File: config.mk
export PLATFORM = sky130hd
export DESIGN_NAME = udlc_top
export DESIGN_NICKNAME = d
export VERILOG_FILES = /design/src/logic/udlc_pkg.sv /design/src/logic/udlc_top.sv
export VERILOG_INCLUDE_DIRS = /design/src /design/src/logic
export SDC_FILE = /design/constraint.sdc
export NUM_CORES = 1
export LEC_CHECK = 0
export ABC_AREA = 1
export BUFFER_PORTS_ARGS = -buffer_cell sky130_fd_sc_hd__buf_2
export CAP_MARGIN = 20
export CELL_PAD_IN_SITES_DETAIL_PLACEMENT = 0
export CELL_PAD_IN_SITES_GLOBAL_PLACEMENT = 2
export CORE_UTILIZATION = 31
export CTS_CLUSTER_DIAMETER = 40
export DETAILED_ROUTE_END_ITERATION = 7
export PLACE_DENSITY = 0.8
export SETUP_SLACK_MARGIN = 0.02
export SKIP_CTS_REPAIR_TIMING = 1
export SLEW_MARGIN = 20
export SYNTH_ARGS = -nofsm -noshare
export SYNTH_HDL_FRONTEND = slang
export SYNTH_SLANG_ARGS = --single-unit
File: constraint.sdc
create_clock -name ref_clk -period 1.7 [get_ports ref_clk]
set_clock_uncertainty 0.1 [all_clocks]
set_input_delay 0.085 -clock ref_clk [delete_from_list [all_inputs] [get_ports ref_clk]]
set_output_delay 0.085 -clock ref_clk [all_outputs]
set_load 0.01 [all_outputs]
File: src/logic/udlc_defines.svh
// register offsets, field positions, reset values for device level control
`ifndef UDLC_DEFINES_SVH
`define UDLC_DEFINES_SVH
`define UDLC_OFF_ADDR 8'h00
`define UDLC_OFF_PWR 8'h01
`define UDLC_OFF_IN_FLAGS 8'h02
`define UDLC_OFF_OUT_FLAGS 8'h04
`define UDLC_OFF_CM_FLAGS 8'h06
`define UDLC_OFF_IN_EN 8'h07
`define UDLC_OFF_OUT_EN 8'h09
`define UDLC_OFF_CM_EN 8'h0b
`define UDLC_OFF_EP_SEL 8'h0e
`define UDLC_OFF_EP_CSR0 8'h11
`define UDLC_EP_CSR_NUM 5
`define UDLC_ADDR_PEND_BIT 7
`define UDLC_PWR_ISO_BIT 7
`define UDLC_PWR_INH_BIT 4
`define UDLC_PWR_BRST_BIT 3
`define UDLC_PWR_RWU_BIT 2
`define UDLC_PWR_SUSP_BIT 1
`define UDLC_PWR_SUSPEND_DETECT_ENABLE_BIT 0
`define UDLC_CM_SUSP_BIT 0
`define UDLC_CM_RESM_BIT 1
`define UDLC_CM_BRST_BIT 2
`define UDLC_CM_SOF_BIT 3
`define UDLC_CM_EN_RST 8'h06
`define UDLC_CM_EN_ON_BRST 8'h0e
`define UDLC_EP_EN_RST 8'h0f
`define UDLC_EP_EN_ON_BRST 8'h0f
`define UDLC_CM_MASK 8'h0f
`endif

File: src/logic/udlc_pkg.sv
// types shared by the device level control block
package udlc_pkg;
  typedef enum logic [2:0] {
    UDLC_ST_INHIBIT = 3'b001,
    UDLC_ST_ACTIVE = 3'b010,
    UDLC_ST_SUSPEND = 3'b100
  } udlc_state_t;

  // one-cycle events from the serial engine, same clock
  typedef struct packed {
    logic bus_reset;
    logic suspend;
    logic resume;
    logic sof;
    logic xfer_done;
    logic iso_load;
    logic iso_in_token;
  } udlc_evt_t;
endpackage

File: src/logic/udlc_top.sv
// device level control: address, reset, suspend, wakeup, iso sync, enable
//
// Contract
// seven-bit writable function address in low bits
// new address used only after transfer ends
// pending bit set on write, cleared when effective
// bus reset detection sets bus_reset_flag
// bus reset zeroes address, flushes endpoint fifos
// bus reset zeroes endpoint csr and select
// bus reset enables sources except suspend, clears flags
// bus reset raises reset interrupt if enabled
// writing bus_reset_flag one resets all registers
// suspend detected with enable enters suspend, interrupts
// resume, reset or controller reset leave suspend
// detected resume raises interrupt when enabled
// remote_wakeup_drive one drives resume until cleared
// software ends wakeup after ten to fifteen ms
// iso_frame_sync holds new iso packets until sof
// early iso in token gets zero-length packet
// starts disabled, enabled when link_inhibit cleared
// link_inhibit cannot be set again by software
// software configures fully before clearing link_inhibit
// inhibited link ignores all bus traffic; here xfer_done and iso_load still act while inhibited
// suspend_state mirrors suspend mode
// separate effective address loaded when update completes
//
// Implementation choice: the strobed register port.
`timescale 1ns/1ps
`default_nettype none
`include "udlc_defines.svh"
module udlc_top
  import udlc_pkg::*;
#(
  parameter int EP_NUM = 4
) (
  input wire logic ref_clk, // 20 MHz clock
  input wire logic srst, // synchronous reset, high
  input wire logic [7:0] reg_addr, // register address
  input wire logic [7:0] reg_wdata, // write data
  input wire logic reg_wr, // write strobe
  input wire logic reg_rd, // read strobe
  output logic [7:0] reg_rdata, // read data, cycle after strobe
  input wire udlc_evt_t link_evt, // serial engine events
  input wire logic [EP_NUM-1:0] ep_in_evt, // in endpoint done pulses
  input wire logic [EP_NUM-1:0] ep_out_evt, // out endpoint done pulses
  output logic [6:0] match_addr, // address used for tokens
  output logic link_enable, // bus traffic accepted
  output logic resume_drive, // drive resume on bus
  output logic osc_suspend, // oscillator may suspend
  output logic fifo_flush, // flush all endpoint fifos, pulse
  output logic ctrl_reset, // controller reset in progress, pulse
  output logic iso_hold, // hold iso in packets until sof
  output logic iso_zlp, // answer iso in with zero length, pulse
  output logic [7:0] ep_sel, // endpoint select
  output logic usb_irq // any enabled flag pending
);
  // flag vectors hold at most eight endpoints
  if (EP_NUM < 1 || EP_NUM > 8) begin : g_ep_num_check
    $error("udlc_top: EP_NUM must be 1 to 8");
  end

  udlc_state_t state_ff;
  udlc_state_t nxt_state;
  logic ctrl_rst_ff;
  logic rst_all;
  logic live;
  logic brst;
  logic wr_addr;
  logic wr_pwr;
  logic rd_pwr;
  logic rd_cm;
  logic rwu_rise;
  logic [6:0] addr_ff;
  logic [6:0] eff_addr_ff;
  logic pend_ff;
  logic brst_flag_ff;
  logic iso_sync_ff;
  logic rwu_ff;
  logic suspend_detect_enable_ff;
  logic [7:0] cm_flags_ff;
  logic [7:0] cm_en_ff;
  logic [7:0] in_flags_ff;
  logic [7:0] out_flags_ff;
  logic [7:0] in_en_ff;
  logic [7:0] out_en_ff;
  logic [7:0] ep_sel_ff;
  logic [7:0] ep_csr_ff [`UDLC_EP_CSR_NUM];
  logic iso_hold_ff;
  logic iso_zlp_ff;
  logic flush_ff;
  logic irq_ff;
  logic [7:0] rdata_ff;
  logic [7:0] nxt_rdata;
  logic [7:0] cm_set;
  logic [7:0] in_set;
  logic [7:0] out_set;

  assign rst_all = srst | ctrl_rst_ff;
  assign live = (state_ff != UDLC_ST_INHIBIT);
  assign brst = live & link_evt.bus_reset;
  assign wr_addr = reg_wr && reg_addr == `UDLC_OFF_ADDR;
  assign wr_pwr = reg_wr && reg_addr == `UDLC_OFF_PWR;
  assign rd_pwr = reg_rd && reg_addr == `UDLC_OFF_PWR;
  assign rd_cm = reg_rd && reg_addr == `UDLC_OFF_CM_FLAGS;
  assign rwu_rise = wr_pwr && reg_wdata[`UDLC_PWR_RWU_BIT] && !rwu_ff;

  // software-triggered controller reset, one cycle
  always_ff @(posedge ref_clk) begin
    if (srst) begin
      ctrl_rst_ff <= 1'b0;
    end else begin
      ctrl_rst_ff <= wr_pwr && reg_wdata[`UDLC_PWR_BRST_BIT];
    end
  end

  // link state: inhibited, active, suspended
  always_comb begin
    nxt_state = state_ff;
    case (state_ff)
      UDLC_ST_INHIBIT: begin
        if (wr_pwr && !reg_wdata[`UDLC_PWR_INH_BIT]) begin
          nxt_state = UDLC_ST_ACTIVE;
        end
      end
      UDLC_ST_ACTIVE: begin
        if (!brst && suspend_detect_enable_ff && link_evt.suspend) begin
          nxt_state = UDLC_ST_SUSPEND;
        end
      end
      UDLC_ST_SUSPEND: begin
        if (brst || link_evt.resume || rwu_rise) begin
          nxt_state = UDLC_ST_ACTIVE;
        end
      end
      default: nxt_state = UDLC_ST_INHIBIT;
    endcase
  end

  always_ff @(posedge ref_clk) begin
    if (rst_all) begin
      state_ff <= UDLC_ST_INHIBIT;
    end else begin
      state_ff <= nxt_state;
    end
  end

  // written and effective function address
  always_ff @(posedge ref_clk) begin
    if (rst_all) begin
      addr_ff <= 7'h00;
      eff_addr_ff <= 7'h00;
      pend_ff <= 1'b0;
    end else if (brst) begin
      addr_ff <= 7'h00;
      eff_addr_ff <= 7'h00;
      pend_ff <= 1'b0;
    end else if (wr_addr) begin
      addr_ff <= reg_wdata[6:0];
      pend_ff <= 1'b1;
    end else if (pend_ff && link_evt.xfer_done) begin
      eff_addr_ff <= addr_ff;
      pend_ff <= 1'b0;
    end
  end

  // control bits of the power control register
  always_ff @(posedge ref_clk) begin
    if (rst_all) begin
      iso_sync_ff <= 1'b0;
      rwu_ff <= 1'b0;
      suspend_detect_enable_ff <= 1'b0;
    end else if (wr_pwr) begin
      iso_sync_ff <= reg_wdata[`UDLC_PWR_ISO_BIT];
      rwu_ff <= reg_wdata[`UDLC_PWR_RWU_BIT];
      suspend_detect_enable_ff <= reg_wdata[`UDLC_PWR_SUSPEND_DETECT_ENABLE_BIT];
    end
  end

  // bus reset flag: hardware set wins over read clear
  always_ff @(posedge ref_clk) begin
    if (rst_all) begin
      brst_flag_ff <= 1'b0;
    end else if (brst) begin
      brst_flag_ff <= 1'b1;
    end else if (rd_pwr) begin
      brst_flag_ff <= 1'b0;
    end
  end

  // event set vectors for the flag registers
  always_comb begin
    cm_set = 8'h00;
    cm_set[`UDLC_CM_SUSP_BIT] = live && state_ff == UDLC_ST_ACTIVE && suspend_detect_enable_ff
                                && link_evt.suspend && cm_en_ff[`UDLC_CM_SUSP_BIT];
    cm_set[`UDLC_CM_RESM_BIT] = live && link_evt.resume && cm_en_ff[`UDLC_CM_RESM_BIT];
    // bus reset enables its own source in the same cycle that it raises it
    cm_set[`UDLC_CM_BRST_BIT] = brst;
    cm_set[`UDLC_CM_SOF_BIT] = live && link_evt.sof && cm_en_ff[`UDLC_CM_SOF_BIT];
    in_set = 8'h00;
    out_set = 8'h00;
    in_set[EP_NUM-1:0] = live ? (ep_in_evt & in_en_ff[EP_NUM-1:0]) : '0;
    out_set[EP_NUM-1:0] = live ? (ep_out_evt & out_en_ff[EP_NUM-1:0]) : '0;
  end

  // interrupt enables
  always_ff @(posedge ref_clk) begin
    if (rst_all) begin
      cm_en_ff <= `UDLC_CM_EN_RST;
      in_en_ff <= `UDLC_EP_EN_RST;
      out_en_ff <= `UDLC_EP_EN_RST;
    end else if (brst) begin
      cm_en_ff <= `UDLC_CM_EN_ON_BRST | (cm_en_ff & 8'h01);
      in_en_ff <= `UDLC_EP_EN_ON_BRST;
      out_en_ff <= `UDLC_EP_EN_ON_BRST;
    end else if (reg_wr) begin
      if (reg_addr == `UDLC_OFF_CM_EN) begin
        cm_en_ff <= reg_wdata & `UDLC_CM_MASK;
      end
      if (reg_addr == `UDLC_OFF_IN_EN) begin
        in_en_ff <= reg_wdata;
      end
      if (reg_addr == `UDLC_OFF_OUT_EN) begin
        out_en_ff <= reg_wdata;
      end
    end
  end

  // sticky flags, cleared by read; a new event wins
  always_ff @(posedge ref_clk) begin
    if (rst_all) begin
      cm_flags_ff <= 8'h00;
      in_flags_ff <= 8'h00;
      out_flags_ff <= 8'h00;
    end else if (brst) begin
      cm_flags_ff <= cm_set;
      in_flags_ff <= 8'h00;
      out_flags_ff <= 8'h00;
    end else begin
      cm_flags_ff <= (rd_cm ? 8'h00 : cm_flags_ff) | cm_set;
      in_flags_ff <= (reg_rd && reg_addr == `UDLC_OFF_IN_FLAGS ? 8'h00 : in_flags_ff) | in_set;
      out_flags_ff <= (reg_rd && reg_addr == `UDLC_OFF_OUT_FLAGS ? 8'h00 : out_flags_ff) | out_set;
    end
  end

  always_ff @(posedge ref_clk) begin
    if (rst_all) begin
      irq_ff <= 1'b0;
    end else begin
      irq_ff <= |{cm_flags_ff & cm_en_ff, in_flags_ff & in_en_ff, out_flags_ff & out_en_ff};
    end
  end

  // endpoint select and control/status storage
  always_ff @(posedge ref_clk) begin
    if (rst_all || brst) begin
      ep_sel_ff <= 8'h00;
    end else if (reg_wr && reg_addr == `UDLC_OFF_EP_SEL) begin
      ep_sel_ff <= reg_wdata;
    end
  end

  always_ff @(posedge ref_clk) begin
    for (int i = 0; i < `UDLC_EP_CSR_NUM; i++) begin
      if (rst_all || brst) begin
        ep_csr_ff[i] <= 8'h00;
      end else if (reg_wr && reg_addr == `UDLC_OFF_EP_CSR0 + 8'(i)) begin
        ep_csr_ff[i] <= reg_wdata;
      end
    end
  end

  always_ff @(posedge ref_clk) begin
    if (srst) begin
      flush_ff <= 1'b0;
    end else begin
      flush_ff <= brst | ctrl_rst_ff;
    end
  end

  // iso frame sync: hold new packets until sof
  always_ff @(posedge ref_clk) begin
    if (rst_all || !iso_sync_ff) begin
      iso_hold_ff <= 1'b0;
    end else if (link_evt.iso_load) begin
      iso_hold_ff <= 1'b1;
    end else if (live && link_evt.sof) begin
      iso_hold_ff <= 1'b0;
    end
  end

  always_ff @(posedge ref_clk) begin
    if (rst_all) begin
      iso_zlp_ff <= 1'b0;
    end else begin
      iso_zlp_ff <= live && iso_hold_ff && link_evt.iso_in_token && !link_evt.sof;
    end
  end

  // read data, one cycle after the strobe
  always_comb begin
    nxt_rdata = 8'h00;
    case (reg_addr)
      `UDLC_OFF_ADDR: nxt_rdata = {pend_ff, addr_ff};
      `UDLC_OFF_PWR: begin
        nxt_rdata[`UDLC_PWR_ISO_BIT] = iso_sync_ff;
        nxt_rdata[`UDLC_PWR_INH_BIT] = !live;
        nxt_rdata[`UDLC_PWR_BRST_BIT] = brst_flag_ff;
        nxt_rdata[`UDLC_PWR_RWU_BIT] = rwu_ff;
        nxt_rdata[`UDLC_PWR_SUSP_BIT] = state_ff == UDLC_ST_SUSPEND;
        nxt_rdata[`UDLC_PWR_SUSPEND_DETECT_ENABLE_BIT] = suspend_detect_enable_ff;
      end
      `UDLC_OFF_IN_FLAGS: nxt_rdata = in_flags_ff;
      `UDLC_OFF_OUT_FLAGS: nxt_rdata = out_flags_ff;
      `UDLC_OFF_CM_FLAGS: nxt_rdata = cm_flags_ff;
      `UDLC_OFF_IN_EN: nxt_rdata = in_en_ff;
      `UDLC_OFF_OUT_EN: nxt_rdata = out_en_ff;
      `UDLC_OFF_CM_EN: nxt_rdata = cm_en_ff;
      `UDLC_OFF_EP_SEL: nxt_rdata = ep_sel_ff;
      default: begin
        for (int i = 0; i < `UDLC_EP_CSR_NUM; i++) begin
          if (reg_addr == `UDLC_OFF_EP_CSR0 + 8'(i)) begin
            nxt_rdata = ep_csr_ff[i];
          end
        end
      end
    endcase
  end

  always_ff @(posedge ref_clk) begin
    if (srst) begin
      rdata_ff <= 8'h00;
    end else begin
      rdata_ff <= reg_rd ? nxt_rdata : 8'h00;
    end
  end

  assign reg_rdata = rdata_ff;
  assign match_addr = eff_addr_ff;
  assign link_enable = live;
  assign resume_drive = rwu_ff;
  assign osc_suspend = state_ff == UDLC_ST_SUSPEND;
  assign fifo_flush = flush_ff;
  assign ctrl_reset = ctrl_rst_ff;
  assign iso_hold = iso_hold_ff;
  assign iso_zlp = iso_zlp_ff;
  assign ep_sel = ep_sel_ff;
  assign usb_irq = irq_ff;
endmodule // udlc_top
`default_nettype wire

==> out/qor.csv <==
stage,metric,value,unit
route,Post-route DRC,0,
setup_path,WP data required,1.86,ns
yosys,number of distinct library cells after synthesis,33,
clock_tree,clk sinks,115,
yosys,instance count of the mapped netlist,658,
setup_path,RR Endpoint,ep_csr_ff[3][3]$_SDFFCE_PN0P_,
layout,fraction of layout cells with a size suffix above 1,22.77,%
timing,number of failing setup endpoints in the final timing report,0,
global_route,initial antenna violation count,0,
route,wire length reported by the detailed router,16080,um
global_route,via count of the first global-routing pass,4554,
yosys,portion of the post-synthesis area used by sequential elements,50.17,%
yosys,leading post-synthesis cells by instance count,"128 x nand2_1, 104 x nor2_1, 78 x nand3_1",
setup_path,start point of the critical path,state_ff[2]$_SDFFE_PP0P_,
route,drt first-iter violations,337,
setup_path,startpoint type of the worst setup path,register,
timing,shortest period the worst path allows,1.519,ns
timing,"Period Utilization, post-route",89.34,%
setup_path,worst setup path end,ep_csr_ff[3][3]$_SDFFCE_PN0P_,
global_route,global-route usage over all layers,18.88,%
place,number of port buffers,65,
layout,Ant. Diodes,0,
setup_path,sequence of cells on the critical path,inv_1 > nand3_2 > nand2_4 > nand2_4 > inv_4 > buf_4 > nand3_2 > nor2_1,
setup_path,setup slack of the most critical reg-to-reg path,0.18,ns
setup_path,beginning of the worst register-to-register path,state_ff[2]$_SDFFE_PP0P_,
global_route,global-route wire length before repair,25060,um
clock_tree,maximum level of the CTS H-tree,4,
yosys,total of warnings raised by yosys,0,
power,worst voltage drop across the vdd grid,750.1,uV
yosys,Yosys reg bits,115,
clock_tree,root buffer cell,clkbuf_16,
setup_path,delay of the slowest critical-path stage,0.30,ns
yosys,largest cells by area after synthesis,"dfxtp_1 28%, edfxtp_1 22%, nand2_1 8.9%, nand3_1 7.2%, nor2_1 7.2%",
setup_path,Crit-path slowest cell,dfxtp_1,
timing,maximum clock rate,658.5,MHz
global_route,GR Overflow Total,0,
layout,net total in the final layout,808,
yosys,async set or reset register ratio after synthesis,0,%
run,number of maximum-capacitance violations,0,
setup_path,R2R cell count,8,
yosys,number of synthesized flops with an enable pin,40,
global_route,pin count of the biggest net entering global routing,26,
timing,transition time at the pin with the least slew margin,0.5255,ns
timing,final count of pins violating max slew,0,
yosys,mean post-synth cell area,8.186,um2
route,final antenna-violating net count,0,
route,final routed wire length divided by cell count,15.98,um
setup_path,Setup Crit Path Kind,reg2reg,
power,overall power after layout,8.399,mW
run_status,outcome,finished clean,
timing,final hold violation count,0,
die,number of I/O pins,66,
yosys,area share of the largest cell type after synthesis,27.87,%
clock_tree,register clock-pin slew on the reported worst setup and hold paths,0.06,ns
worst_hold_path,Cells on Worst Hold Path,4,
clock_tree,insertion delay to the later sink of the worst-skew pair,0.42,ns
yosys,Post-Synthesis Net Count,693,
die,die span in y,133.8,um
power,power density over the cells,1205,mW/mm2
die,die outline area,0.01791,mm2
clock_tree,clock buffer count from CTS,17,
yosys,total standard cell area after synthesis,0.005386,mm2
die,Cell Rows,47,
yosys,commonest register cell after synthesis,dfxtp_1,
route,via count,4824,
clock_tree,maximum buffer depth of the clock tree,2,
route,post-DR vias/cell,4.795,
place,DP Wirelength,11950,um
timing,headroom to the max-slew limit,64.75,%
place,routability-driven placement congestion ratio,0.8078,
clock_tree,CTS tree,yes,
worst_hold_path,kind of path behind the tightest hold check,in2reg,
layout,fill cell instance count of the final layout,1681,
die,Initial Util,32.14,%
setup_path,endpoint kind of the worst setup timing path,register,
die,die span in x,133.8,um
setup_path,worst endpoint data arrival time,1.68,ns
die,placeable core area,0.01676,mm2
setup_path,maximum fanout encountered on the critical timing path,9,
yosys,most area-hungry cell type in the Yosys netlist,dfxtp_1,
route,number of search-and-repair iterations in the first detailed-routing pass,5,
power,Pleak,3.084,nW
layout,P&R area growth vs syn,29.41,%
yosys,most frequent cell after synthesis,nand2_1,
timing,setup repair after global routing missed its margin,false,
layout,Util after Layout,41.59,%
[how the worst min path moves through the flow]
| stage | startpoint | endpoint | slack [ns] |
|---|---|---|---|
| 2_1_floorplan | srst | fifo_flush$_SDFF_PP0_ | 0.06 |
| 3_3_place_gp | link_evt[3] | iso_zlp$_SDFF_PP0_ | 0.19 |
| 3_5_place_dp | link_evt[3] | iso_zlp$_SDFF_PP0_ | 0.19 |
| 4_1_cts | link_evt[3] | iso_zlp$_SDFF_PP0_ | -0.25 |
| 5_1_grt | reg_rd | brst_flag_ff$_SDFFE_PP0P_ | 0.03 |
| 6_report | reg_rd | in_flags_ff[2]$_SDFF_PN0_ | 0.0006 |
[cell families after synthesis]
kind of cell / share of synthesized area, %
buffers and inverters: 6.179
AND/OR/NAND/NOR: 33.24
flip-flops: 50.17
AO/OA/AOI/OAI: 10.41
[routing by layer]
| layer | vias up | GRT usage (%) | share of wire (%) |
|---|---|---|---|
| met5 | - | 0 | 0 |
| met4 | 0 | 8.902 | 2.3 |
| met3 | 24 | 3.364 | 4.2 |
| met2 | 116 | 30.45 | 48 |
| met1 | 2267 | 24.46 | 46 |
| li1 | 2417 | - | - |
[cell type report]
cell class | count | area [um2] | share of cell area, %
clock buffer | 26 | 561.8 | 8.060
clock inverter | 6 | 85.08 | 1.221
inverter | 64 | 245.2 | 3.518
multi-input combinational | 465 | 2367 | 33.96
sequential | 115 | 2703 | 38.77
tap | 220 | 275.3 | 3.949
timing repair buffer | 110 | 733.2 | 10.52
[worst max-delay path: cells and delay by family (launching register included)]
family	cells	cell delay (ns)
and+or+nand+nor	5	0.58
buffers and inverters	3	0.40
DFF	1	0.30
[metrics by stage]
step	cell area, um2	instances	hold WS (ns)	worst slack (ns)	TNS (ns)
after CTS	6729	983	-0.2507	0.09422	0
after detailed placement	6082	951	0.1896	0.03288	0
final	6970	1006	0.0005608	0.1813	0
after floorplan	5394	658	0.05738	-0.04927	-1.182
after global routing	6970	1006	0.03189	0.07444	0
after global placement	6082	951	0.1874	0.1122	0
[layout by cell type (no fill, tap or decap), types with 2 or more instances in the layout]
cell             n
a21oi_1         46
nand2_4          3
nor2_2           5
buf_4           21
edfxtp_1        40
o211ai_1         7
o21ai_2          2
nand2_1        128
o211ai_2         4
clkinv_1         5
nor2_4          11
nand3_2          9
dlygate4sd3_1   23
inv_2            7
nand4_1          2
clkbuf_16       19
inv_1           50
clkbuf_8         6
clkinvlp_4       2
nand3_1         78
clkinv_2         2
inv_4            2
bufinv_16        2
buf_2           65
a221oi_1         3
nand2_2          9
o21ai_1         13
nor3_1           7
nor3_2           2
nor2_8           3
nor2_1         104
o21ai_0         24
dfxtp_1         75
[sequential cells by signal, summed over array words and instances (netlist names)]
| register | cells |
|---|---|
| pend_ff | 1 |
| suspend_detect_enable_ff | 1 |
| match_addr | 7 |
| iso_zlp | 1 |
| in_en_ff | 8 |
| reg_rdata | 8 |
| fifo_flush | 1 |
| out_flags_ff | 4 |
| usb_irq | 1 |
| addr_ff | 7 |
| cm_en_ff | 4 |
| ctrl_reset | 1 |
| cm_flags_ff | 4 |
| iso_hold | 1 |
| state_ff | 3 |
| ep_csr_ff | 40 |
| in_flags_ff | 4 |
| brst_flag_ff | 1 |
| ep_sel | 8 |
| iso_sync_ff | 1 |
| resume_drive | 1 |
| out_en_ff | 8 |
[report_power, final]
part / total (mW) / switching, mW / internal (mW)
registers: 3.31 / 0.143 / 3.17
logic: 1.26 / 0.805 / 0.453
clock network: 3.83 / 1.27 / 2.56
total: 8.40 / 2.21 / 6.19
Power figures use the tool's default switching activity.
